===== config.mk =====
export PLATFORM = sky130hd
export DESIGN_NAME = irq_mask_port_select
export DESIGN_NICKNAME = d
export VERILOG_FILES = /design/src/irq_mask_port_select_pkg.sv /design/src/port_source_mux.sv /design/src/irq_mask_port_select.sv
export SDC_FILE = /design/constraint.sdc
export NUM_CORES = 1
export LEC_CHECK = 0
export CAP_MARGIN = 25
export CORE_AREA = 2 2 141 143
export DETAILED_ROUTE_END_ITERATION = 6
export DIE_AREA = 0 0 143 145
export DONT_BUFFER_PORTS = 1
export PLACE_DENSITY = 0.72
export SLEW_MARGIN = 20
export SYNTH_ARGS = -nofsm -noshare
export SYNTH_HDL_FRONTEND = slang
export SYNTH_SLANG_ARGS = --single-unit

===== constraint.sdc =====
create_clock -name core_clk -period 2.05 [get_ports core_clk]
set_input_delay 0.1025 -clock core_clk [delete_from_list [all_inputs] [get_ports core_clk]]
set_output_delay 0.1025 -clock core_clk [all_outputs]
set_load 0.01 [all_outputs]

===== src/irq_mask_port_select_pkg.sv =====
// Package for the global interrupt mask and per-port sync/clock selection bank.
// Assumes a 32-bit APB slave with byte addresses and one aligned word per register.
package irq_mask_port_select_pkg;

    // Register byte offsets
    localparam logic [7:0]  OFS_IRQ_STATUS  = 8'h10;   // Sticky interrupt status, clear on read
    localparam logic [7:0]  OFS_IRQ_MASK    = 8'h14;   // global_interrupt_mask
    localparam logic [7:0]  OFS_SEL_LOW     = 8'h18;   // port_sync_clock_select_low, ports 1..4
    localparam logic [7:0]  OFS_SEL_HIGH    = 8'h1C;   // port_sync_clock_select_high, ports 5..8
    localparam logic [7:0]  OFS_MODE_CTRL   = 8'h24;   // Holds internal_external_mode_bit

    // Bus geometry
    localparam int          APB_ADDR_W      = 8;
    localparam int          APB_DATA_W      = 32;

    // Interrupt field layout
    localparam int          PKT_IRQ_BIT     = 24;      // Packet core request
    localparam int          LINE_IRQ_LSB    = 16;      // Line interfaces 1..8 at 16..23
    localparam int          BERT_IRQ_LSB    = 8;       // Bit error testers 1..8 at 8..15
    localparam int          FRM_IRQ_LSB     = 0;       // Framers 1..8 at 0..7
    localparam logic [31:0] IRQ_USED_MASK   = 32'h01FF_FFFF;
    localparam logic [31:0] IRQ_MASK_RST    = 32'h0000_0000;

    // Per-port selection byte
    localparam int          PORT_BYTE_W     = 8;
    localparam int          SYNC_SEL_W      = 3;
    localparam int          CLK_SEL_W       = 5;
    localparam int          SYNC_SEL_LSB    = 5;       // Sync field sits above the clock field
    localparam int          CLK_SEL_LSB     = 0;
    localparam logic [31:0] SEL_LOW_RST     = 32'h6342_2100;   // Port n holds n-1 in both fields
    localparam logic [31:0] SEL_HIGH_RST    = 32'hE7C6_A584;

    // Clock selection code groups (top two bits of the clock field)
    localparam logic [1:0]  CLK_GRP_LINE    = 2'h0;    // Line recovered clocks
    localparam logic [1:0]  CLK_GRP_ADAPT   = 2'h1;    // Adaptive recovered clocks
    localparam logic [1:0]  CLK_GRP_EXT     = 2'h2;    // External clock pins
    localparam logic [1:0]  CLK_GRP_SYNTH   = 2'h3;    // Synthesizer clocks

    // Mode control
    localparam int          MODE_BIT        = 0;
    localparam logic        MODE_EXTERNAL   = 1'b1;
    localparam logic        MODE_RST        = 1'b0;    // Internal mode after reset

endpackage


===== src/port_source_mux.sv =====
// One port's frame sync and reference clock selector with registered outputs.
// Assumes the clock-domain sources arrive already synchronised to core_clk.
`timescale 1ns/10ps
module port_source_mux
    import irq_mask_port_select_pkg::*;
#(
    parameter int NUM_SRC = 8
) (
    input  wire logic                  core_clk,
    input  wire logic                  rst,
    input  wire logic [SYNC_SEL_W-1:0] sync_sel,
    input  wire logic [CLK_SEL_W-1:0]  clk_sel,
    input  wire logic [NUM_SRC-1:0]    formatter_sync,
    input  wire logic [NUM_SRC-1:0]    line_clk,
    input  wire logic [NUM_SRC-1:0]    adapt_clk,
    input  wire logic [NUM_SRC-1:0]    ext_clk,
    input  wire logic                  e1_clk,
    input  wire logic                  t1_clk,
    output logic                       sync_ref,
    output logic                       ref_clk
);

    // The code space gives three index bits per source group; other counts are refused at elaboration
    if (NUM_SRC != 8) begin : g_bad_src_count
        $error("port_source_mux supports exactly eight sources per group");
    end

    logic       sync_ref_ff;     // Registered sync reference
    logic       ref_clk_ff;      // Registered reference clock
    logic       nxt_sync_ref;
    logic       nxt_ref_clk;
    logic [2:0] src_idx;         // Index inside a clock group

    // Selection logic
    always_comb begin
        src_idx      = clk_sel[2:0];
        nxt_sync_ref = formatter_sync[sync_sel];
        case (clk_sel[CLK_SEL_W-1 -: 2])
            CLK_GRP_LINE: begin
                nxt_ref_clk = line_clk[src_idx];
            end
            CLK_GRP_ADAPT: begin
                // Contiguous codes: low three bits pick the port
                nxt_ref_clk = adapt_clk[src_idx];
            end
            CLK_GRP_EXT: begin
                nxt_ref_clk = ext_clk[src_idx];
            end
            default: begin
                // Bits 2..1 are don't-care, bit 0 picks the rate
                nxt_ref_clk = clk_sel[0] ? t1_clk : e1_clk;
            end
        endcase
    end

    // Output registers
    always_ff @(posedge core_clk) begin
        if (rst) begin
            sync_ref_ff <= 1'b0;
            ref_clk_ff  <= 1'b0;
        end else begin
            sync_ref_ff <= nxt_sync_ref;
            ref_clk_ff  <= nxt_ref_clk;
        end
    end

    assign sync_ref = sync_ref_ff;
    assign ref_clk  = ref_clk_ff;

endmodule


===== src/irq_mask_port_select.sv =====
// Global interrupt mask bank and per-port sync/clock selection registers on APB.
// Assumes interrupt requests and formatter syncs come from core_clk logic, while the
// line recovered, external and synthesizer clocks are asynchronous and sampled here.
//
// What this block does
// - Mask bit 24 gates packet-core request
// - Bits 23..16 gate line interfaces 8..1
// - Bits 15..8 gate bit error testers 8..1
// - Bits 7..0 gate framers 8..1
// - Mask resets zero; one enables source
// - External mode ignores all selection fields
// - Sync codes 0..7 pick formatter 1..8
// - Clock codes 0..7 pick line clocks
// - Codes 01000..01111 pick adaptive clocks
// - Codes 10000..10111 pick external pins
// - 11XX0 picks E1 clock, 11XX1 T1
// - One byte per port, sync above clock
// - Port n fields reset to n-1
// - Forward request only when mask enabled
`timescale 1ns/10ps
module irq_mask_port_select
    import irq_mask_port_select_pkg::*;
#(
    parameter int NUM_PORTS = 8
) (
    input  wire logic                  core_clk,
    input  wire logic                  rst,
    // APB slave
    input  wire logic                  psel,
    input  wire logic                  penable,
    input  wire logic                  pwrite,
    input  wire logic [APB_ADDR_W-1:0] paddr,
    input  wire logic [APB_DATA_W-1:0] pwdata,
    output logic      [APB_DATA_W-1:0] prdata,
    output logic                       pready,
    output logic                       pslverr,
    // Interrupt sources, levels on core_clk
    input  wire logic                  packet_core_irq_req,
    input  wire logic [NUM_PORTS-1:0]  line_iface_irq_req,
    input  wire logic [NUM_PORTS-1:0]  bit_error_tester_irq_req,
    input  wire logic [NUM_PORTS-1:0]  framer_irq_req,
    output logic                       irq,
    // Selection sources
    input  wire logic [NUM_PORTS-1:0]  formatter_transmit_sync,
    input  wire logic [NUM_PORTS-1:0]  line_recovered_clock,
    input  wire logic [NUM_PORTS-1:0]  adaptive_recovered_clock,
    input  wire logic [NUM_PORTS-1:0]  external_clock_input,
    input  wire logic                  e1_rate_synth_clock,
    input  wire logic                  t1_rate_synth_clock,
    // Per-port selected references
    output logic      [NUM_PORTS-1:0]  port_sync_ref,
    output logic      [NUM_PORTS-1:0]  port_ref_clk
);

    // Register layout is fixed at eight ports, four per word; other counts are refused at elaboration
    if (NUM_PORTS != 8) begin : g_bad_port_count
        $error("irq_mask_port_select supports exactly eight ports");
    end

    localparam int ASYNC_W = 3 * NUM_PORTS + 2;   // Three port groups plus E1 and T1; async_raw fills only line, external, E1 and T1, top 8 bits zero

    // Register state
    logic [31:0]          irq_mask_ff;     // global_interrupt_mask
    logic [31:0]          irq_status_ff;   // Sticky status
    logic [31:0]          sel_low_ff;      // port_sync_clock_select_low
    logic [31:0]          sel_high_ff;     // port_sync_clock_select_high
    logic                 mode_ff;         // internal_external_mode_bit
    logic [31:0]          prdata_ff;       // Read data caught in the setup cycle
    logic                 irq_ff;          // Registered interrupt line
    logic [31:0]          nxt_irq_mask;
    logic [31:0]          nxt_irq_status;
    logic [31:0]          nxt_sel_low;
    logic [31:0]          nxt_sel_high;
    logic                 nxt_mode;
    logic [31:0]          nxt_prdata;
    logic                 nxt_irq;

    // Synchroniser state
    logic [ASYNC_W-1:0]   async_raw;       // Raw asynchronous inputs
    logic [ASYNC_W-1:0]   meta_ff;         // First stage, read only by sync_ff
    logic [ASYNC_W-1:0]   sync_ff;         // Second stage, safe to use

    // Decode helpers
    logic                 addr_hit;        // Mapped word address
    logic                 setup_rd;        // Read setup cycle
    logic                 access_wr;       // Completing write
    logic                 access_rd;       // Completing read of the status register
    logic [31:0]          rd_mux;          // Read value of the addressed register
    logic [31:0]          irq_src;         // Source requests in status layout
    logic [63:0]          sel_all;         // Both selection words, port 1 lowest
    logic [63:0]          sel_rst_all;     // Reset image, each port's own sources

    // Address decode and phase qualifiers
    always_comb begin
        addr_hit  = (paddr == OFS_IRQ_STATUS) || (paddr == OFS_IRQ_MASK) ||
                    (paddr == OFS_SEL_LOW) || (paddr == OFS_SEL_HIGH) ||
                    (paddr == OFS_MODE_CTRL);
        setup_rd  = psel && !penable && !pwrite;
        access_wr = psel && penable && pwrite && addr_hit;
        access_rd = psel && penable && !pwrite && (paddr == OFS_IRQ_STATUS);
        case (paddr)
            OFS_IRQ_STATUS: rd_mux = irq_status_ff;
            OFS_IRQ_MASK:   rd_mux = irq_mask_ff;
            OFS_SEL_LOW:    rd_mux = sel_low_ff;
            OFS_SEL_HIGH:   rd_mux = sel_high_ff;
            OFS_MODE_CTRL:  rd_mux = {31'h0000_0000, mode_ff};
            default:        rd_mux = 32'h0000_0000;   // Unmapped reads return zero
        endcase
    end

    // Zero wait states; unmapped addresses answer with an error
    assign pready  = 1'b1;
    assign pslverr = psel && penable && !addr_hit;
    assign prdata  = prdata_ff;
    assign irq     = irq_ff;

    // Gather sources into the status layout
    always_comb begin
        irq_src                                  = 32'h0000_0000;
        irq_src[PKT_IRQ_BIT]                     = packet_core_irq_req;
        irq_src[LINE_IRQ_LSB +: NUM_PORTS]       = line_iface_irq_req;
        irq_src[BERT_IRQ_LSB +: NUM_PORTS]       = bit_error_tester_irq_req;
        irq_src[FRM_IRQ_LSB +: NUM_PORTS]        = framer_irq_req;
    end

    // Next register values
    always_comb begin
        nxt_irq_mask = irq_mask_ff;
        nxt_sel_low  = sel_low_ff;
        nxt_sel_high = sel_high_ff;
        nxt_mode     = mode_ff;
        if (access_wr) begin
            case (paddr)
                OFS_IRQ_MASK: begin
                    // Unused high bits are never stored, so they read zero
                    nxt_irq_mask = pwdata & IRQ_USED_MASK;
                end
                OFS_SEL_LOW: begin
                    nxt_sel_low = pwdata;
                end
                OFS_SEL_HIGH: begin
                    nxt_sel_high = pwdata;
                end
                OFS_MODE_CTRL: begin
                    nxt_mode = pwdata[MODE_BIT];
                end
                default: begin
                    // Status is read-only; writes are dropped
                end
            endcase
        end
        // Read data is caught at setup so that clear-on-read only clears what was seen
        nxt_prdata = setup_rd ? rd_mux : prdata_ff;
        // A request present in the clearing cycle survives: set wins over clear
        nxt_irq_status = ((irq_status_ff & ~(access_rd ? prdata_ff : 32'h0000_0000)) | irq_src)
                         & IRQ_USED_MASK;
        nxt_irq = |(irq_status_ff & irq_mask_ff);
    end

    // Register updates
    always_ff @(posedge core_clk) begin
        if (rst) begin
            irq_mask_ff   <= IRQ_MASK_RST;
            irq_status_ff <= 32'h0000_0000;
            sel_low_ff    <= SEL_LOW_RST;
            sel_high_ff   <= SEL_HIGH_RST;
            mode_ff       <= MODE_RST;
            prdata_ff     <= 32'h0000_0000;
            irq_ff        <= 1'b0;
        end else begin
            irq_mask_ff   <= nxt_irq_mask;
            irq_status_ff <= nxt_irq_status;
            sel_low_ff    <= nxt_sel_low;
            sel_high_ff   <= nxt_sel_high;
            mode_ff       <= nxt_mode;
            prdata_ff     <= nxt_prdata;
            irq_ff        <= nxt_irq;
        end
    end

    // Two-stage synchroniser for the asynchronous clock sources
    assign async_raw = {t1_rate_synth_clock, e1_rate_synth_clock, external_clock_input, line_recovered_clock};

    always_ff @(posedge core_clk) begin
        if (rst) begin
            meta_ff <= '0;
            sync_ff <= '0;
        end else begin
            meta_ff <= async_raw;
            sync_ff <= meta_ff;
        end
    end

    // Selection words; external mode falls back to each port's own sources
    assign sel_all     = {sel_high_ff, sel_low_ff};
    assign sel_rst_all = {SEL_HIGH_RST, SEL_LOW_RST};

    generate
        for (genvar p = 0; p < NUM_PORTS; p++) begin : g_port
            logic [PORT_BYTE_W-1:0] eff_byte;   // Selection byte in force

            // Fields are ignored outside internal mode
            assign eff_byte = (mode_ff == MODE_EXTERNAL) ? sel_rst_all[p*PORT_BYTE_W +: PORT_BYTE_W]
                                                         : sel_all[p*PORT_BYTE_W +: PORT_BYTE_W];

            port_source_mux #(
                .NUM_SRC (NUM_PORTS)
            ) u_mux (
                .core_clk       (core_clk),
                .rst            (rst),
                .sync_sel       (eff_byte[SYNC_SEL_LSB +: SYNC_SEL_W]),
                .clk_sel        (eff_byte[CLK_SEL_LSB +: CLK_SEL_W]),
                .formatter_sync (formatter_transmit_sync),
                .line_clk       (sync_ff[0 +: NUM_PORTS]),
                .adapt_clk      (adaptive_recovered_clock),
                .ext_clk        (sync_ff[NUM_PORTS +: NUM_PORTS]),
                .e1_clk         (sync_ff[2*NUM_PORTS]),
                .t1_clk         (sync_ff[2*NUM_PORTS+1]),
                .sync_ref       (port_sync_ref[p]),
                .ref_clk        (port_ref_clk[p])
            );
        end
    endgenerate
endmodule


==> results of run 1 <==
[cells in the mapped netlist (3+ instances only)]
master,n
nand2_1,208
a22oi_1,19
nand3b_1,24
inv_1,18
o211a_1,3
o21ai_0,32
a221oi_1,9
mux2_2,29
a311o_1,3
a21oi_1,101
a22o_1,29
a31oi_1,5
nor2b_1,52
buf_2,31
nand3_1,9
dfxtp_1,200
nand2b_1,9
mux2i_1,57
nor3_1,21
a311oi_1,6
clkbuf_1,54
buf_4,21
buf_6,3
o211ai_1,7
nor3b_1,9
clkbuf_2,3
o221a_2,4
mux4_2,46
a2111oi_0,8
nor2_1,89
o31a_1,3
a211oi_1,8
nand4_1,3
o311ai_0,3
and4b_1,3
buf_1,7
[state kept, by name, indices dropped and copies added (netlist names), 18 cells and up]
signal,flops
meta_ff,18
irq_mask_ff,25
sel_low_ff,32
irq_status_ff,25
sel_high_ff,32
prdata,32
sync_ff,18
[power groups by stage]
stage                     sequential (mW)  combinational (mW)  clock (mW)
after floorplan                      4.09               0.381           0
after global placement               4.15               0.314           0
after detailed placement             4.15               0.319           0
after CTS                            4.06               0.552        3.23
after global routing                 4.07               0.606        3.42
final                                4.07               0.560        3.22
[critical path, stage by stage (launching register included)]
cell and delay (ns):
dfxtp_2 0.40, nor2b_2 0.21, mux2_2 0.35, mux4_2 0.45
o211a_1 0.22, o31a_1 0.23
[metal layers]
metal / vias up / wire (um) / GRT usage [%]
li1: 4300 / - / -
met1: 4407 / 13500 / 42.9
met2: 519 / 14300 / 47.3
met3: 53 / 3320 / 7.43
met4: 0 / 622 / 9.50
met5: - / 0 / 0
[cell type report]
| type | instances | area (um^2) |
|---|---|---|
| clock inverters | 11 | 113 |
| multi-input cells | 835 | 5740 |
| well taps | 265 | 332 |
| fillers | 1570 | 6930 |
| diodes | 2 | 5.00 |
| flip-flops and latches | 200 | 4010 |
| inverters | 18 | 67.6 |
| repair buffers | 164 | 1580 |
| clock buffers | 20 | 437 |
[final timing paths]
check	end	slack [ns]	cells after the start
min	g_port[4].u_mux.sync_ref	-0.005	2
max	g_port[0].u_mux.ref_clk	0.07	5
max reg2reg	g_port[0].u_mux.ref_clk	0.07	5
min reg2reg	sel_low_ff[31]	0.49	2
[stage by stage]
stage	utilization, %	std cells
2_1_floorplan	-	1172
3_5_place_dp	54.5	1359
4_1_cts	63.9	1513
5_1_grt	63.9	1514
6_report	63.9	1515
3_3_place_gp	54.5	1359
[kinds of logic after synthesis]
family,after synthesis,synth area share (%)
muxes,133,18.7
other,1,0.0361
and+or+nand+nor,444,19.9
AOI/OAI and AO/OA,257,16.5
DFF,200,38.5
buffers and inverters,137,6.33
[what timing repair did]
item | 4_1_cts | 5_1_grt
resized for setup | 0 | 5
hold buffers | 123 | 0
endpoints found under the hold margin | 200 | 0
setup endpoints to repair | 0 | 13
==> metrics.cfg, run 1 <==
[floorplan]
row_count = 51
io_pins = 155
die_height_um = 145
die_area_um2 = 20700
die_w_um = 143
core_area_um2 = 19200
start_util_pct = 54.1

[clock_tree]
clock_latency_ns = 0.44
clk_pin_slew_worst_paths_ns = 0.08
post-cts-setup-buffer-count = 0
cts_made_buffers = 17
htreeDepth = 4
cts-root-buf = clkbuf_16
clk_path_buf_depth = 2
cts.sinks = 200
cts_tree = yes

[pwr]
seq_power_share_pct = 51.9
power.leakage_nw = 4.86
ir_drop_mv = 0.549
switching_share_pct = 24.7
switching_power_mw = 1.94
p_clk_share_pct = 41.0
power_frac_comb_pct = 7.1
power.density_nw_per_um2 = 639
internal-power_mw = 5.91
finalPower_mw = 7.84

[global_routing]
grt_use_total_pct = 30.8
grt_pass1_vias = 8853
grt_max_degree = 115
grt_overflow_total = 0
grt_pass1_wl_mm = 49.6
antenna_found_initial = 2

[route]
wirelength_mm = 31.8
wl_per_cell_um = 21.0
drt-pass1-iter-count = 5
ant_nets = 0
routed-via-count = 9279
initialDrtViolationCount = 1163
drcViolationCount = 0
via_per_inst = 6.12

[timing]
tns_ns = 0
worst_pin_slew_ns = 0.594
layout_min_cycle_time_ns = 1.98
timing.final.crit_share_pct = 96.4
hold_slack_ns = -0.00498
setup_violations = 0
rsz0062_at_grt = false
hold_viol_final = 1
slew_violations = 0
finalWorstSetupSlack_ns = 0.0742
clock.fmax_mhz = 506
skew_ns = 0.0136
slew_headroom_pct = 60.3

[critical_path]
path_max_fanout = 10
startpoint = mode_ff
critPathLaunchType = flop
required_ns = 2.38
endpoint_kind = flop
cp.arrival_ns = 2.31
rr_startpoint = mode_ff
crit_type = flop to flop

[place]
dpl_cell_area_um2 = 10500
post-dp-hpwl_mm = 20.6
pre_cts_slack_ns = 0.0782
gp_congestion = 0.953
portBuffers = 0

[status]
outcome = finished, violations left
failed_checks = negative hold slack

[hold_path]
worstHoldStart = formatter_transmit_sync[4]
min_path_type = primary input to flop

[logic_synthesis]
ys_ff_latch = 200
synth_top_area_share_pct = 38.5
syn_inst = 1172
synth_area_leader_cell = dfxtp_1
yosys-top-cells-area = dfxtp_1, mux4_2, nand2_1
ys_types = 64
async_flop_share_pct = 0
yosysSeqAreaShare_pct = 38.5
avgSynthCellArea_um2 = 8.87
syn-cell-area_um2 = 10400
syn_nets = 1276
synth_warnings = 0
dominantRegCellSynth = dfxtp_1
synth_edf_count = 0

[layout]
nNetsFinal = 1340
final_common_cell = nand2_1
final_cell_area_um2 = 12300
area_growth_syn_to_layout_pct = 18.2
layout_common_cells = nand2_1, dfxtp_1, dlygate4sd3_1
drive_above_1_share_pct = 13.0

[run]
cap_viol_max_count = 0

No activity file was read; power rests on OpenSTA's default activity.
==> run 2: changes to the inputs <==
--- a/config.mk
+++ b/config.mk
@@ -6,11 +6,13 @@
 export NUM_CORES = 1
 export LEC_CHECK = 0
 export CAP_MARGIN = 25
-export CORE_AREA = 2 2 141 143
+export CELL_PAD_IN_SITES_DETAIL_PLACEMENT = 0
+export CELL_PAD_IN_SITES_GLOBAL_PLACEMENT = 1
+export CORE_AREA = 2 2 157 159
 export DETAILED_ROUTE_END_ITERATION = 6
-export DIE_AREA = 0 0 143 145
+export DIE_AREA = 0 0 159 161
 export DONT_BUFFER_PORTS = 1
-export PLACE_DENSITY = 0.72
+export PLACE_DENSITY_LB_ADDON = 0.1
 export SLEW_MARGIN = 20
 export SYNTH_ARGS = -nofsm -noshare
 export SYNTH_HDL_FRONTEND = slang
==> run 2 against run 1 <==
The run now ends clean; critical endpoint is now g_port[5].u_mux.ref_clk; sequential cell count is the same; critical path type unchanged; global-route usage down 4.0 points; critical path depth unchanged; first-iteration DRC count down 32%; sequential share of layout area decreased by 0.34 points; clock skew fell by 0.0018 ns; highest routed layer unchanged; non-clock buffer count shrank 6; utilization fell by 12 points; largest cell class unchanged.
==> metrics.cfg, run 2 (synthesized netlist as in run 1, its figures left out) <==
[pwr]
switching_share_pct = 27.5
power_frac_comb_pct = 6.6
power.density_nw_per_um2 = 670
seq_power_share_pct = 49.1
switching_power_mw = 2.28
power.leakage_nw = 4.87
p_clk_share_pct = 44.4
ir_drop_mv = 0.568
internal-power_mw = 6.03

[critical_path]
cp.arrival_ns = 2.29
required_ns = 2.39
endpoint_kind = flop
critPathLaunchType = flop
startpoint = mode_ff
cp_cell_sequence = nor2_2 -> mux2_2 -> mux4_2 -> o211a_1 -> o31a_1
slowest_delay_ns = 0.45
slowest_stage = mux4_2
crit_type = flop to flop
path_max_fanout = 10
rr_startpoint = mode_ff

[run]
cap_viol_max_count = 0

[clock_tree]
cts_tree = yes
cts.sinks = 200
cts-root-buf = clkbuf_16
clk_path_buf_depth = 2
cts_made_buffers = 17
clk_pin_slew_worst_paths_ns = 0.09
clock_latency_ns = 0.46
htreeDepth = 4

[global_routing]
grt_overflow_total = 0
grt_pass1_vias = 8711
antenna_found_initial = 0
grt_use_total_pct = 26.8
grt_max_degree = 116
grt_pass1_wl_mm = 52.9

[timing]
timing.final.crit_share_pct = 95.2
skew_ns = 0.0118
tns_ns = 0
worst_pin_slew_ns = 0.593
hold_viol_final = 0
rsz0062_at_grt = false
layout_min_cycle_time_ns = 1.95
slew_headroom_pct = 60.4
slew_violations = 0
setup_violations = 0
clock.fmax_mhz = 512

[place]
dp_cells = 1417
post-dp-hpwl_mm = 22.4
gp_congestion = 0.883
portBuffers = 0

[layout]
drive_above_1_share_pct = 13.3
area_growth_syn_to_layout_pct = 19.4
final_common_cell = nand2_1
final_cells = 1568
multi_input_area_um2 = 5740
post-route-util_pct = 51.8
ff_latch_area_um2 = 4010
fill_cells = 2323
layout_common_cells = nand2_1, dfxtp_1, dlygate4sd3_1
nNetsFinal = 1334

[floorplan]
start_util_pct = 43.4
die_area_um2 = 25600
core_area_um2 = 24000
die_w_um = 159
row_count = 57
io_pins = 155
die_height_um = 161

[hold_path]
min_path_type = primary input to flop
worstHoldStart = paddr[2]

[route]
wirelength_mm = 34.6
drcViolationCount = 0
via_per_inst = 5.81
ant_nets = 0
wl_per_cell_um = 22.1
routed-via-count = 9115
initialDrtViolationCount = 789
drt-pass1-iter-count = 5

[status]
outcome = complete, no violations

[run 2: cell types whose count changed in the layout (fill, tap and decap cells not counted), moves of 2 or more]
cell / before / now
clkinv_8: 2 / 4
inv_12: 0 / 5
clkbuf_1: 3 / 0
inv_8: 2 / 0
clkinv_4: 3 / 0
dlygate4sd3_1: 121 / 115
buf_12: 2 / 4
inv_16: 0 / 2
[run 2: critical path, delay by kind of cell, from the launching register on]
family / cells / cell delay, ns
simple gates: 1 / 0.16
compound gates: 2 / 0.48
mux: 2 / 0.79
flops: 1 / 0.41
[run 2: timing repair]
action                                 in CTS  in global routing
gates resized for setup                     0                  3
hold buffers                              118                  0
setup endpoints to repair                   0                  3
setup buffers                               0                  0
endpoints found under the hold margin     200                  0
[run 2: area by class of cell]
| type | instances | share of cell area [%] |
|---|---|---|
| flip-flops and latches | 200 | 32.3 |
| inverters | 18 | 0.544 |
| diodes | 1 | 0.0202 |
| multi-input cells | 835 | 46.2 |
| repair buffers | 158 | 12.4 |
| well taps | 324 | 3.27 |
| clock inverters | 15 | 1.77 |
| clock buffers | 17 | 3.43 |
[run 2: per-layer routing]
layer / vias up / global-route usage [%] / part of all wire [%]
met1: 4436 / 38.8 / 46
met3: 37 / 5.88 / 7.4
met4: 0 / 6.94 / 1.8
li1: 4284 / - / -
met5: - / 0 / 0
met2: 358 / 40.8 / 45
[run 2: worst paths after layout]
check                                                to  slack [ns]  cells past startpoint
worst max-delay path            g_port[5].u_mux.ref_clk         0.1                      5
worst min-delay path                         prdata[18]        0.01                      2
worst max register to register  g_port[5].u_mux.ref_clk         0.1                      5
worst min register to register               sync_ff[3]        0.44                      1
[run 2: per-stage QoR]
step | power, mW | hold slack, ns | setup WS, ns | cell area [um^2]
3_3_place_gp | 4.48 | 0.188 | 0.119 | 10500
5_1_grt | 8.58 | 0.00488 | 0.0112 | 12400
2_1_floorplan | 4.48 | 0.220 | 0.119 | 10400
6_report | 8.31 | 0.0138 | 0.0977 | 12400
3_5_place_dp | 4.49 | 0.192 | 0.0983 | 10500
4_1_cts | 8.37 | 0.00161 | 0.0804 | 12400
[run 2: power by group through the flow]
| stage | logic (mW) | registers, mW | clock network, mW |
|---|---|---|---|
| detailed placement | 0.322 | 4.17 | 0 |
| finish | 0.548 | 4.08 | 3.69 |
| CTS | 0.546 | 4.07 | 3.75 |
| global route | 0.597 | 4.08 | 3.90 |
| floorplan | 0.381 | 4.09 | 0 |
| global placement | 0.320 | 4.16 | 0 |
==> run 3: changes to the inputs <==
--- a/config.mk
+++ b/config.mk
@@ -13,6 +13,7 @@
 export DIE_AREA = 0 0 159 161
 export DONT_BUFFER_PORTS = 1
 export PLACE_DENSITY_LB_ADDON = 0.1
+export RECOVER_POWER = 100
 export SLEW_MARGIN = 20
 export SYNTH_ARGS = -nofsm -noshare
 export SYNTH_HDL_FRONTEND = slang
==> run 3 against run 2 <==
Power about the same; die area stayed put; worst hold slack got worse by 0.0012 ns; clock power about the same; critical path type unchanged; highest routed layer unchanged.
==> metrics.cfg, run 3 (synthesized netlist as in run 1, its figures left out) <==
[layout]
layout_common_cells = nand2_1, dfxtp_1, dlygate4sd3_1
area_growth_syn_to_layout_pct = 19.1
nNetsFinal = 1334
final_common_cell = nand2_1
drive_above_1_share_pct = 12.8
diodes = 0
final_cells = 1567

[timing]
worst_pin_slew_ns = 0.691
hold_viol_final = 0
rsz0062_at_grt = false
slew_violations = 0
skew_ns = 0.0133
layout_min_cycle_time_ns = 1.95
slew_headroom_pct = 54.0
hold_slack_ns = 0.0126
setup_violations = 0
clock.fmax_mhz = 512
timing.final.crit_share_pct = 95.2
tns_ns = 0

[clock_tree]
cts.sinks = 200
clk_path_buf_depth = 2
cts-root-buf = clkbuf_16
cts_tree = yes
htreeDepth = 4
clock_latency_ns = 0.46
cts_made_buffers = 17
clk_pin_slew_worst_paths_ns = 0.09
post-cts-setup-buffer-count = 0

[global_routing]
grt_util_met1_pct = 38.8
gr-max-usage-layer = met2
grt_overflow_total = 0
grt_max_degree = 116
grt_util_met3_pct = 5.88
grt_use_total_pct = 26.8
grtUsageMet2_pct = 40.8
grt_pass1_vias = 8711
antenna_found_initial = 0
grt_pass1_wl_mm = 52.9

[route]
drt-pass1-iter-count = 5
ant_nets = 0
wl_per_cell_um = 22.1
drcViolationCount = 0
wirelength_mm = 34.6
via_per_inst = 5.79
routed-via-count = 9071
initialDrtViolationCount = 750

[floorplan]
die_w_um = 159
core_area_um2 = 24000
die_height_um = 161
io_pins = 155
row_count = 57
start_util_pct = 43.4
die_area_um2 = 25600

[critical_path]
worst_r2r_path_depth = 5
required_ns = 2.39
cp.arrival_ns = 2.29
r2r_end = g_port[5].u_mux.ref_clk
crit_type = flop to flop
rr_startpoint = mode_ff
critPathLaunchType = flop
endpoint_kind = flop
reg2reg_setup_slack_ns = 0.1
path_max_fanout = 10

[hold_path]
hold_depth = 4
worstHoldStart = formatter_transmit_sync[5]
hold_path_end = g_port[5].u_mux.sync_ref
min_path_type = primary input to flop

[pwr]
power.leakage_nw = 4.86
power.density_nw_per_um2 = 672
ir_drop_mv = 0.572

[status]
outcome = complete, no violations

[run]
cap_viol_max_count = 0

[place]
portBuffers = 0
gp_congestion = 0.883
post-dp-hpwl_mm = 22.4
dp_cells = 1417

[run 3: cell types whose count changed in the layout (fill, tap and decap cells not counted), sizes merged]
| cell | change |
|---|---|
| diode | -1 |
| buf | -8 |
| clkbuf | +8 |
[run 3: power breakdown]
group          switching (mW)  internal (mW)
Combinational           0.220          0.328
Clock                    1.96           1.74
Sequential              0.112           3.96
[run 3: how the worst max path moves through the flow]
| stage | endpoint | from | depth (start not counted) |
|---|---|---|---|
| floorplan | g_port[0].u_mux.ref_clk | mode_ff | 6 |
| global placement | g_port[0].u_mux.ref_clk | mode_ff | 5 |
| detailed placement | g_port[0].u_mux.ref_clk | mode_ff | 5 |
| CTS | g_port[0].u_mux.ref_clk | mode_ff | 5 |
| global route | g_port[5].u_mux.ref_clk | mode_ff | 7 |
| finish | g_port[5].u_mux.ref_clk | mode_ff | 5 |
[run 3: repair_timing]
action                                  in CTS  in global routing
hold buffers                               118                  0
hold endpoints to repair                   200                  0
endpoints found under the setup margin       0                  3
resized for setup                            0                  3
[run 3: area by class of cell]
type | instances | area [um^2]
fill | 2330 | 11600
multi-input combinational | 835 | 5730
sequential | 200 | 4010
timing repair buffer | 158 | 1520
clock buffer | 17 | 425
tap | 324 | 405
clock inverter | 15 | 220
inverter | 18 | 67.6
[run 3: critical path, cell delays in order, from the launching register on]
cell and delay, ns:
dfxtp_2 0.41, nor2_2 0.16, mux2_2 0.34, mux4_2 0.45, o211a_1 0.22, o31a_1 0.27
[run 3: layer usage]
layer  vias up  routed length [um]
li1       4286                   -
met1      4406               16100
met2       342               15400
met3        37                2470
met4         0                 620
met5         -                   0
[run 3: per-stage QoR]
stage	power, mW	util (%)	worst slack [ns]	cell area [um^2]
CTS	8.37	51.8	0.0804	12400
floorplan	4.48	-	0.119	10400
finish	8.32	51.7	0.0981	12400
global route	8.58	51.7	0.00676	12400
detailed placement	4.49	44.0	0.0983	10500
global placement	4.48	44.0	0.119	10500
